File: src/pkg/scan_port_switch_map.vh
// constants shared by the scan port switch design
`ifndef SCAN_PORT_SWITCH_MAP_VH
`define SCAN_PORT_SWITCH_MAP_VH

`define SPS_ADDR_W        10
`define SPS_SYNC_STAGES   2

// reserved global addresses
`define SPS_DISCONNECT_ADDR 10'h3FE
`define SPS_RESET_ADDR      10'h3FD
`define SPS_SYNC_ADDR       10'h3FC

// acknowledgment length in test-clock cycles: one bit pair per address bit
`define SPS_ACK_CYCLES      5'h14
`define SPS_LAST_ADDR_BIT   4'h9

// connect status codes
`define SPS_ST_RESET      2'h0
`define SPS_ST_OFF        2'h1
`define SPS_ST_ON         2'h2
`define SPS_ST_MULTICAST  2'h3

// tracked test access port states
`define TAP_TLR   4'h0
`define TAP_RTI   4'h1
`define TAP_SDRS  4'h2
`define TAP_CDR   4'h3
`define TAP_SDR   4'h4
`define TAP_E1DR  4'h5
`define TAP_PDR   4'h6
`define TAP_E2DR  4'h7
`define TAP_UDR   4'h8
`define TAP_SIRS  4'h9
`define TAP_CIR   4'hA
`define TAP_SIR   4'hB
`define TAP_E1IR  4'hC
`define TAP_PIR   4'hD
`define TAP_E2IR  4'hE
`define TAP_UIR   4'hF

`endif

File: src/core/sync_stage.v
// two-flop synchroniser for a group of pin inputs
module sync_stage #(
  parameter WIDTH     = 1,
  parameter RESET_VAL = 1'b1
) (
  input  wire             ref_clk_in,
  input  wire             rst_b_in,
  input  wire [WIDTH-1:0] async_in,
  output reg  [WIDTH-1:0] sync_out
);

  reg [WIDTH-1:0] meta;

  always @(posedge ref_clk_in or negedge rst_b_in) begin
    if (!rst_b_in) begin
      meta     <= {WIDTH{RESET_VAL}};
      sync_out <= {WIDTH{RESET_VAL}};
    end else begin
      meta     <= async_in;
      sync_out <= meta;
    end
  end

endmodule // sync_stage

File: src/core/tap_state_tracker.v
// follows the test access port controller from mode-select at test-clock rises
`include "scan_port_switch_map.vh"

module tap_state_tracker (
  input  wire       ref_clk_in,
  input  wire       rst_b_in,
  input  wire       tck_rise_in,
  input  wire       tms_in,
  output reg  [3:0] tap_state_out
);

  reg [3:0] next_state;

  always @* begin
    case (tap_state_out)
      `TAP_TLR:  next_state = tms_in ? `TAP_TLR  : `TAP_RTI;
      `TAP_RTI:  next_state = tms_in ? `TAP_SDRS : `TAP_RTI;
      `TAP_SDRS: next_state = tms_in ? `TAP_SIRS : `TAP_CDR;
      `TAP_CDR:  next_state = tms_in ? `TAP_E1DR : `TAP_SDR;
      `TAP_SDR:  next_state = tms_in ? `TAP_E1DR : `TAP_SDR;
      `TAP_E1DR: next_state = tms_in ? `TAP_UDR  : `TAP_PDR;
      `TAP_PDR:  next_state = tms_in ? `TAP_E2DR : `TAP_PDR;
      `TAP_E2DR: next_state = tms_in ? `TAP_UDR  : `TAP_SDR;
      `TAP_UDR:  next_state = tms_in ? `TAP_SDRS : `TAP_RTI;
      `TAP_SIRS: next_state = tms_in ? `TAP_TLR  : `TAP_CIR;
      `TAP_CIR:  next_state = tms_in ? `TAP_E1IR : `TAP_SIR;
      `TAP_SIR:  next_state = tms_in ? `TAP_E1IR : `TAP_SIR;
      `TAP_E1IR: next_state = tms_in ? `TAP_UIR  : `TAP_PIR;
      `TAP_PIR:  next_state = tms_in ? `TAP_E2IR : `TAP_PIR;
      `TAP_E2IR: next_state = tms_in ? `TAP_UIR  : `TAP_SIR;
      `TAP_UIR:  next_state = tms_in ? `TAP_SDRS : `TAP_RTI;
      default:   next_state = `TAP_TLR;
    endcase
  end

  always @(posedge ref_clk_in or negedge rst_b_in) begin
    if (!rst_b_in) begin
      tap_state_out <= `TAP_TLR;
    end else if (tck_rise_in) begin
      tap_state_out <= next_state;
    end
  end

endmodule // tap_state_tracker

File: src/core/scan_port_switch.v
// addressable switch between a primary and a secondary test access port
// Operation
// - test clock always passed to secondary
// - power-up enters reset, ports disconnected
// - test reset always passed to secondary
// - connected paths are combinational, no retiming
// - disconnected data outputs float except acknowledgment
// - disconnect freezes secondary mode-select level
// - reset condition drives secondary mode-select high
// - shadow accepted only in four stable states
// - ten-bit address compare, three reserved
// - match acknowledges address, then connects
// - mismatch disconnects at once, no acknowledgment
// - global disconnect address acts as mismatch
// - global reset address enters reset condition
// - sync address gives multicast, data-out floats
// - sync address valid only in pause states
// - bypass low connects asynchronously, overriding resets
// - bypass low ignores shadow protocols
// - connected output low whenever ports connected
// - bypass with reset forces mode-select high
// - reset release under bypass resumes bypass
// - mode-select static during protocol; status after ack
// - hard error disconnects, mode-select held
// - sample on rising, acknowledge on falling edge
// - test reset asynchronously restores power-up state
// - address most significant first, synchronous changes
`include "scan_port_switch_map.vh"

module scan_port_switch #(
  parameter ADDR_W = `SPS_ADDR_W
) (
  input  wire              ref_clk_in,
  input  wire              rst_b_in,
  input  wire              primary_test_clock_in,
  input  wire              primary_test_data_in,
  input  wire              primary_test_mode_select_in,
  input  wire              primary_test_reset_n_in,
  input  wire              secondary_test_data_in,
  input  wire              force_connect_n_in,
  input  wire [ADDR_W-1:0] board_address_inputs_in,
  output wire              primary_test_data_out,
  output wire              primary_test_data_oe_out,
  output wire              secondary_test_clock_out,
  output wire              secondary_test_data_out,
  output wire              secondary_test_data_oe_out,
  output wire              secondary_test_mode_select_out,
  output wire              secondary_test_reset_n_out,
  output wire              connected_n_out
);

  // receiver states
  localparam RX_IDLE = 2'h0;
  localparam RX_ADDR = 2'h1;
  localparam RX_END  = 2'h2;
  localparam RX_ACK  = 2'h3;

  // internal state clears on either reset; both act without the clock
  wire core_rst_b = rst_b_in & primary_test_reset_n_in;

  // pin inputs brought into the reference clock domain
  wire [ADDR_W+3:0] raw_pins;
  wire [ADDR_W+3:0] sync_pins;

  assign raw_pins = {board_address_inputs_in, force_connect_n_in, primary_test_mode_select_in,
                     primary_test_data_in, primary_test_clock_in};

  sync_stage #(
    .WIDTH     (ADDR_W + 4),
    .RESET_VAL (1'b1)
  ) u_sync (
    .ref_clk_in (ref_clk_in),
    .rst_b_in   (core_rst_b),
    .async_in   (raw_pins),
    .sync_out   (sync_pins)
  );

  wire              s_tck   = sync_pins[0];
  wire              s_tdi   = sync_pins[1];
  wire              s_tms   = sync_pins[2];
  wire              s_byp_n = sync_pins[3];
  wire [ADDR_W-1:0] s_addr  = sync_pins[ADDR_W+3:4];

  // test clock edge detection
  reg  tck_d;
  wire tck_rise = s_tck & ~tck_d;
  wire tck_fall = ~s_tck & tck_d;

  always @(posedge ref_clk_in or negedge core_rst_b) begin
    if (!core_rst_b) begin
      tck_d <= 1'b1;
    end else begin
      tck_d <= s_tck;
    end
  end

  // tracked controller state of the primary port
  wire [3:0] tap_state;

  tap_state_tracker u_tap (
    .ref_clk_in    (ref_clk_in),
    .rst_b_in      (core_rst_b),
    .tck_rise_in   (tck_rise),
    .tms_in        (s_tms),
    .tap_state_out (tap_state)
  );

  wire in_pause = (tap_state == `TAP_PDR) || (tap_state == `TAP_PIR);
  wire may_accept = (tap_state == `TAP_TLR) || (tap_state == `TAP_RTI) || in_pause;
  wire shadow_en = s_byp_n;

  // connect status and receiver registers
  reg [1:0]        status;
  reg [1:0]        rx_state;
  reg [1:0]        next_rx_state;
  reg [1:0]        next_status;
  reg              first_bit;
  reg              half;
  reg              prev_tdi;
  reg              frame_tms;
  reg [3:0]        bit_cnt;
  reg [ADDR_W-1:0] rx_addr;
  reg [ADDR_W-1:0] ack_sh;
  reg [4:0]        ack_cnt;
  reg              ack_bit;
  reg              ack_oe;
  reg              held_tms;

  // decode of a completed address
  reg [1:0] decode_rx_state;
  reg [1:0] decode_status;

  always @* begin
    decode_rx_state = RX_IDLE;
    decode_status   = status;
    if (rx_addr == `SPS_RESET_ADDR) begin
      decode_status = `SPS_ST_RESET;
    end else if (rx_addr == `SPS_DISCONNECT_ADDR) begin
      decode_status = `SPS_ST_OFF;
    end else if (rx_addr == `SPS_SYNC_ADDR) begin
      if (in_pause) begin
        decode_status = `SPS_ST_MULTICAST;
      end
    end else if (rx_addr == s_addr) begin
      decode_rx_state = RX_ACK;
    end else begin
      decode_status = `SPS_ST_OFF;
    end
  end

  // receiver next state on a rising test-clock edge
  always @* begin
    next_rx_state = rx_state;
    next_status   = status;
    case (rx_state)
      RX_IDLE: begin
        if (may_accept && !prev_tdi && !s_tdi) begin
          next_rx_state = RX_ADDR;
        end
      end
      RX_ADDR: begin
        if (s_tms != frame_tms || !may_accept) begin
          next_rx_state = RX_IDLE;
        end else if (half && first_bit == s_tdi) begin
          next_rx_state = RX_IDLE;
          next_status   = `SPS_ST_OFF;
        end else if (half && bit_cnt == `SPS_LAST_ADDR_BIT) begin
          next_rx_state = RX_END;
        end
      end
      RX_END: begin
        if (s_tms != frame_tms || !may_accept) begin
          next_rx_state = RX_IDLE;
        end else if (half && !(first_bit && s_tdi)) begin
          next_rx_state = RX_IDLE;
          next_status   = `SPS_ST_OFF;
        end
      end
      RX_ACK: begin
        next_rx_state = RX_ACK;
      end
      default: begin
        next_rx_state = RX_IDLE;
      end
    endcase
  end

  always @(posedge ref_clk_in or negedge core_rst_b) begin
    if (!core_rst_b) begin
      status    <= `SPS_ST_RESET;
      rx_state  <= RX_IDLE;
      first_bit <= 1'b0;
      half      <= 1'b0;
      prev_tdi  <= 1'b1;
      frame_tms <= 1'b1;
      bit_cnt   <= 4'h0;
      rx_addr   <= {ADDR_W{1'b0}};
      ack_sh    <= {ADDR_W{1'b0}};
      ack_cnt   <= 5'h00;
      ack_bit   <= 1'b1;
      ack_oe    <= 1'b0;
    end else if (!shadow_en) begin
      // bypass: any frame in progress is dropped
      rx_state <= RX_IDLE;
      half     <= 1'b0;
      prev_tdi <= 1'b1;
      ack_oe   <= 1'b0;
      ack_cnt  <= 5'h00;
    end else if (tck_rise && rx_state != RX_ACK) begin
      // data sampled on the rising test-clock edge
      prev_tdi <= s_tdi;
      rx_state <= next_rx_state;
      status   <= next_status;
      case (rx_state)
        RX_IDLE: begin
          half      <= 1'b0;
          bit_cnt   <= 4'h0;
          frame_tms <= s_tms;
        end
        RX_ADDR: begin
          half <= ~half;
          if (!half) begin
            first_bit <= s_tdi;
          end else begin
            rx_addr <= {rx_addr[ADDR_W-2:0], first_bit};
            bit_cnt <= bit_cnt + 4'h1;
          end
        end
        RX_END: begin
          half <= ~half;
          if (!half) begin
            first_bit <= s_tdi;
          end else if (first_bit && s_tdi) begin
            rx_state <= decode_rx_state;
            status   <= decode_status;
            ack_sh   <= s_addr;
            ack_cnt  <= 5'h00;
            prev_tdi <= 1'b1;
          end
        end
        default: begin
          half <= 1'b0;
        end
      endcase
    end else if (tck_fall && rx_state == RX_ACK) begin
      // acknowledgment changes on the falling edge, address first then inverse
      if (ack_cnt < `SPS_ACK_CYCLES) begin
        ack_oe  <= 1'b1;
        ack_bit <= ack_sh[ADDR_W-1] ^ ack_cnt[0];
        ack_cnt <= ack_cnt + 5'h01;
        if (ack_cnt[0]) begin
          ack_sh <= {ack_sh[ADDR_W-2:0], 1'b0};
        end
      end else begin
        ack_oe   <= 1'b0;
        status   <= `SPS_ST_ON;
        rx_state <= RX_IDLE;
        half     <= 1'b0;
      end
    end
  end

  // connect status as the pass-through paths see it; bypass acts without the clock
  wire bypass_on = ~force_connect_n_in;
  wire st_reset  = (status == `SPS_ST_RESET);
  wire st_on     = (status == `SPS_ST_ON);
  wire st_multi  = (status == `SPS_ST_MULTICAST);
  wire data_conn = bypass_on || st_on;
  wire tms_conn  = data_conn || st_multi;

  // clocked view of the connection, from the synchronised bypass only
  wire sync_bypass = ~s_byp_n;
  wire sync_conn   = sync_bypass || st_on || st_multi;

  // last mode-select level kept while the secondary port is driven from the primary
  always @(posedge ref_clk_in or negedge core_rst_b) begin
    if (!core_rst_b) begin
      held_tms <= 1'b1;
    end else if (st_reset && !sync_bypass) begin
      held_tms <= 1'b1;
    end else if (sync_conn) begin
      held_tms <= s_tms;
    end
  end

  // secondary mode-select source
  reg sec_tms;

  always @* begin
    if (bypass_on) begin
      if (!primary_test_reset_n_in) begin
        sec_tms = 1'b1;
      end else begin
        sec_tms = primary_test_mode_select_in;
      end
    end else if (st_reset) begin
      sec_tms = 1'b1;
    end else if (tms_conn) begin
      sec_tms = primary_test_mode_select_in;
    end else begin
      sec_tms = held_tms;
    end
  end

  // primary data-out: return path while connected outside multicast, else the acknowledgment
  reg pri_tdo;
  reg pri_tdo_oe;

  always @* begin
    if (data_conn) begin
      pri_tdo    = secondary_test_data_in;
      pri_tdo_oe = 1'b1;
    end else begin
      pri_tdo    = ack_bit;
      pri_tdo_oe = ack_oe;
    end
  end

  // pass-through paths, combinational while connected
  assign secondary_test_clock_out   = primary_test_clock_in;
  assign secondary_test_reset_n_out = primary_test_reset_n_in;

  assign secondary_test_data_out    = primary_test_data_in;
  assign secondary_test_data_oe_out = tms_conn;

  assign primary_test_data_out          = pri_tdo;
  assign primary_test_data_oe_out       = pri_tdo_oe;
  assign secondary_test_mode_select_out = sec_tms;
  assign connected_n_out                = ~tms_conn;

endmodule // scan_port_switch

File: config.mk
export PLATFORM = sky130hd
export DESIGN_NAME = scan_port_switch
export DESIGN_NICKNAME = d
export VERILOG_FILES = /design/src/core/sync_stage.v /design/src/core/tap_state_tracker.v /design/src/core/scan_port_switch.v
export VERILOG_INCLUDE_DIRS = /design/src /design/src/pkg
export SDC_FILE = /design/constraint.sdc
export NUM_CORES = 1
export LEC_CHECK = 0
export ABC_AREA = 1
export BUFFER_PORTS_ARGS = -buffer_cell sky130_fd_sc_hd__clkbuf_2
export CAP_MARGIN = 20
export CORE_ASPECT_RATIO = 1.75
export CORE_MARGIN = 3
export CORE_UTILIZATION = 50
export DETAILED_ROUTE_END_ITERATION = 6
export GPL_TIMING_DRIVEN = 0
export PLACE_DENSITY_LB_ADDON = 0.05
export SETUP_SLACK_MARGIN = 0.1
export SYNTH_ARGS = -nofsm -noshare
export SYNTH_HDL_FRONTEND = slang
export SYNTH_HIERARCHICAL = 1
export SYNTH_SLANG_ARGS = --single-unit
export TNS_END_PERCENT = 20
File: constraint.sdc
create_clock -name ref_clk_in -period 2.7 [get_ports ref_clk_in]
set_input_delay 0.135 -clock ref_clk_in [delete_from_list [all_inputs] [get_ports ref_clk_in]]
set_output_delay 0.135 -clock ref_clk_in [all_outputs]
set_load 0.01 [all_outputs]
==> impl_metrics.yaml <==
drt:
  drtIter0Drc: 145
  wl_per_cell_um: 13.5
  drtPass1Iterations: 4
  drc: 0
  vias_per_cell: 5.16
  wirelength_um: 8070
  num_vias: 3089
  drtAntennaViolNets: 0
placed_design:
  dp_hpwl_um: 5910
  placed_cells: 569
  io_buffers: 25
  gp_congestion: 0.870
  preCtsSetupSlack_ns: 0.665
  placedInstanceArea_sq_um: 4020
logic_synthesis:
  synth_edf_count: 0
  syn_area_per_cell_sq_um: 8.27
  syn_nets: 485
  synth_warnings: 6
  synthFlopType: "dfrtp_1"
  synth_top_cell_by_area: "dfrtp_1"
  syn_inst: 458
  synth_common_cells: "nand2_1 (136), inv_1 (52), dfrtp_1 (40)"
  syn_area_sq_um: 3790
  async_flop_share: 1.00
  ys_types: 41
  ys_seq_elements: 73
  yosys.cell_count.top_type: "nand2_1"
  yosys-top-cells-area: "dfrtp_1 (26%), dfstp_2 (23%), nand2_1 (13%), inv_1 (5.2%), nor2_1 (3.9%)"
  ys_seq_area_frac: 0.493
  synth_top_cell_area_share: 0.264
floorplanning:
  die_width_um: 71.8
  num_io_pins: 26
  die_h_um: 121
  initial_utilization: 0.520
  coreArea_sq_um: 7280
  rows: 41
  fp.dieArea_sq_um: 8690
grt:
  grt_antenna_before_repair: 0
  grt_pass1_wl_um: 13500
  grt_pass1_vias: 3083
  grt_max_degree: 74
  globalRouteOverflowTotal: 0
  grtUsageTotal: 0.205
critical_path:
  cp_cell_sequence: "inv_2 > nor2_4 > nand2_4 > inv_2 > nand2_2 > inv_4 > nand2_2 > o21ai_4 > mux2_1"
  start_kind: "flop"
  crit_path_max_incr_delay_ns: 0.54
  cp_num_buf_inv: 3
  path_class: "reg2reg"
  cp_max_fo: 8
  cp_slowest_cell: "dfstp_2"
  end_kind: "flop"
  worstPathRequired_ns: 2.91
  critPathTopFamily: "simple AND/OR/NAND/NOR gates"
  crit_arrival_ns: 2.25
power:
  leakagePower_nw: 2.17
  p_sw_frac: 0.300
  p_sw_mw: 0.926
  combPwrFrac: 0.218
  vdd_drop_max_v: 0.000515
  power_density_nw_per_um2: 695
  clkPwrFrac: 0.358
  sequentialPowerShare: 0.424
  finalPower_mw: 3.09
  intPower_mw: 2.16
cts:
  cts_buffers: 9
  cts_buffer_depth: 2
  clk_pin_slew_ns: 0.06
  clockRootBuffer: "clkbuf_16"
  cts.sinks: 73
  htreeDepth: 3
  cts_tree: "done"
  clock_latency_ns: 0.33
timing:
  rsz0062_at_grt: "no"
  slew_viol_final: 0
  hold_viol: 0
  fin_crit_sh: 0.757
  timing.fmax_mhz: 490
  holdWs_ns: 0.0503
  fin_setup_tns_ns: 0
  period_minus_slack_ns: 2.04
  setup_viol: 0
  setup_slack_ns: 0.657
  finalClockSkew_ns: 0.00566
  tightest_slew_ns: 0.869
  slew_headroom: 0.421
final_layout:
  regArea_sq_um: 1870
  multiInputGateArea_sq_um: 1580
  stdcell_count: 599
  area_growth_pct: 17.3
  final_core_util: 0.609
  fin_nets: 535
  insertedDiodeCount: 0
  final_area_sq_um: 4440
  fillers: 647
  layout-drive-gt1-share: 0.228
status:
  outcome: "completed"
worst_hold_path:
  min_path_type: "in2async"
run:
  drv_cap: 0
worst register-to-register path, stage by stage, from the launching register on:
cell	delay [ns]
dfstp_2	0.54
inv_2	0.05
nor2_4	0.21
nand2_4	0.13
inv_2	0.13
nand2_2	0.10
inv_4	0.11
nand2_2	0.11
o21ai_4	0.20
mux2_1	0.35
kinds of logic (layout without fill, tap and decap cells):
kind of cell,after synthesis,after routing,synth area share
muxes,3,3,0.00826
adders and majority gates,9,9,0.0297
buffers and inverters,76,131,0.0896
DFF,73,73,0.493
xor gates and xnor gates,8,8,0.0185
AOI/OAI and AO/OA,57,57,0.0909
and+or+nand+nor,232,232,0.270
what timing repair did:
| item | in CTS | in global routing |
|---|---|---|
| endpoints found under the setup margin | 0 | 0 |
| hold buffers | 14 | 0 |
| gates resized for setup | 0 | 0 |
| endpoints found under the hold margin | 14 | 0 |
| setup buffers | 0 | 0 |
registers in the layout, summed over array words and instances, names as in the netlist, 2 cells and up:
| register | flops |
|---|---|
| status | 2 |
| u_sync/sync_out | 14 |
| ack_cnt | 5 |
| ack_sh | 10 |
| rx_addr | 10 |
| rx_state | 2 |
| u_tap/tap_state_out | 4 |
| u_sync/meta | 14 |
| bit_cnt | 4 |
cell usage in the layout, fill, tap and decap left out, types with 3 or more instances in the layout:
cell	count
clkbuf_16	9
buf_4	4
buf_6	4
o21ai_1	4
nand2_1	136
dlygate4sd3_1	14
dfrtp_1	40
o21ai_0	17
inv_2	9
clkbuf_1	4
inv_1	51
a31oi_1	11
nand3_1	28
xor2_1	5
nand4_1	4
dfstp_2	33
xnor2_1	3
nor2_1	39
nand2_2	6
clkbuf_2	26
nor3_1	3
buf_2	4
a21oi_1	15
ha_1	9
nor2_2	6
final timing paths:
check,cells past startpoint,from,endpoint,slack [ns]
max,9,u_sync/sync_out[0],bit_cnt[3],0.66
min,3,rst_b_in,ack_cnt[0],0.05
max reg2reg,9,u_sync/sync_out[0],bit_cnt[3],0.66
min reg2reg,0,u_sync/meta[4],u_sync/sync_out[4],0.35
max in group asynchronous,3,primary_test_reset_n_in,bit_cnt[1],2.06
min in group ref_clk_in,0,u_sync/meta[4],u_sync/sync_out[4],0.35
final cells by class:
type                    count  area share
flip-flops and latches     73       0.421
multi-input cells         309       0.356
repair buffers             39      0.0598
clock buffers              14      0.0595
inverters                  62      0.0536
well taps                  86      0.0242
plain buffers              14      0.0234
clock inverters             2     0.00310
power by group through the flow:
stage / registers [mW] / logic, mW / clock network, mW
after floorplan: 1.30 / 0.517 / 0
after global placement: 1.32 / 0.636 / 0
after detailed placement: 1.33 / 0.651 / 0
after CTS: 1.31 / 0.670 / 1.13
after global routing: 1.32 / 0.750 / 1.18
final: 1.31 / 0.671 / 1.10
per-layer routing:
metal,vias up,GRT usage,wire length [um]
li1,1549,-,-
met5,-,0,0
met2,53,0.383,4410
met3,17,0.0365,220
met4,0,0.111,260
met1,1470,0.207,3170
No activity file was read; power rests on OpenSTA's default activity.
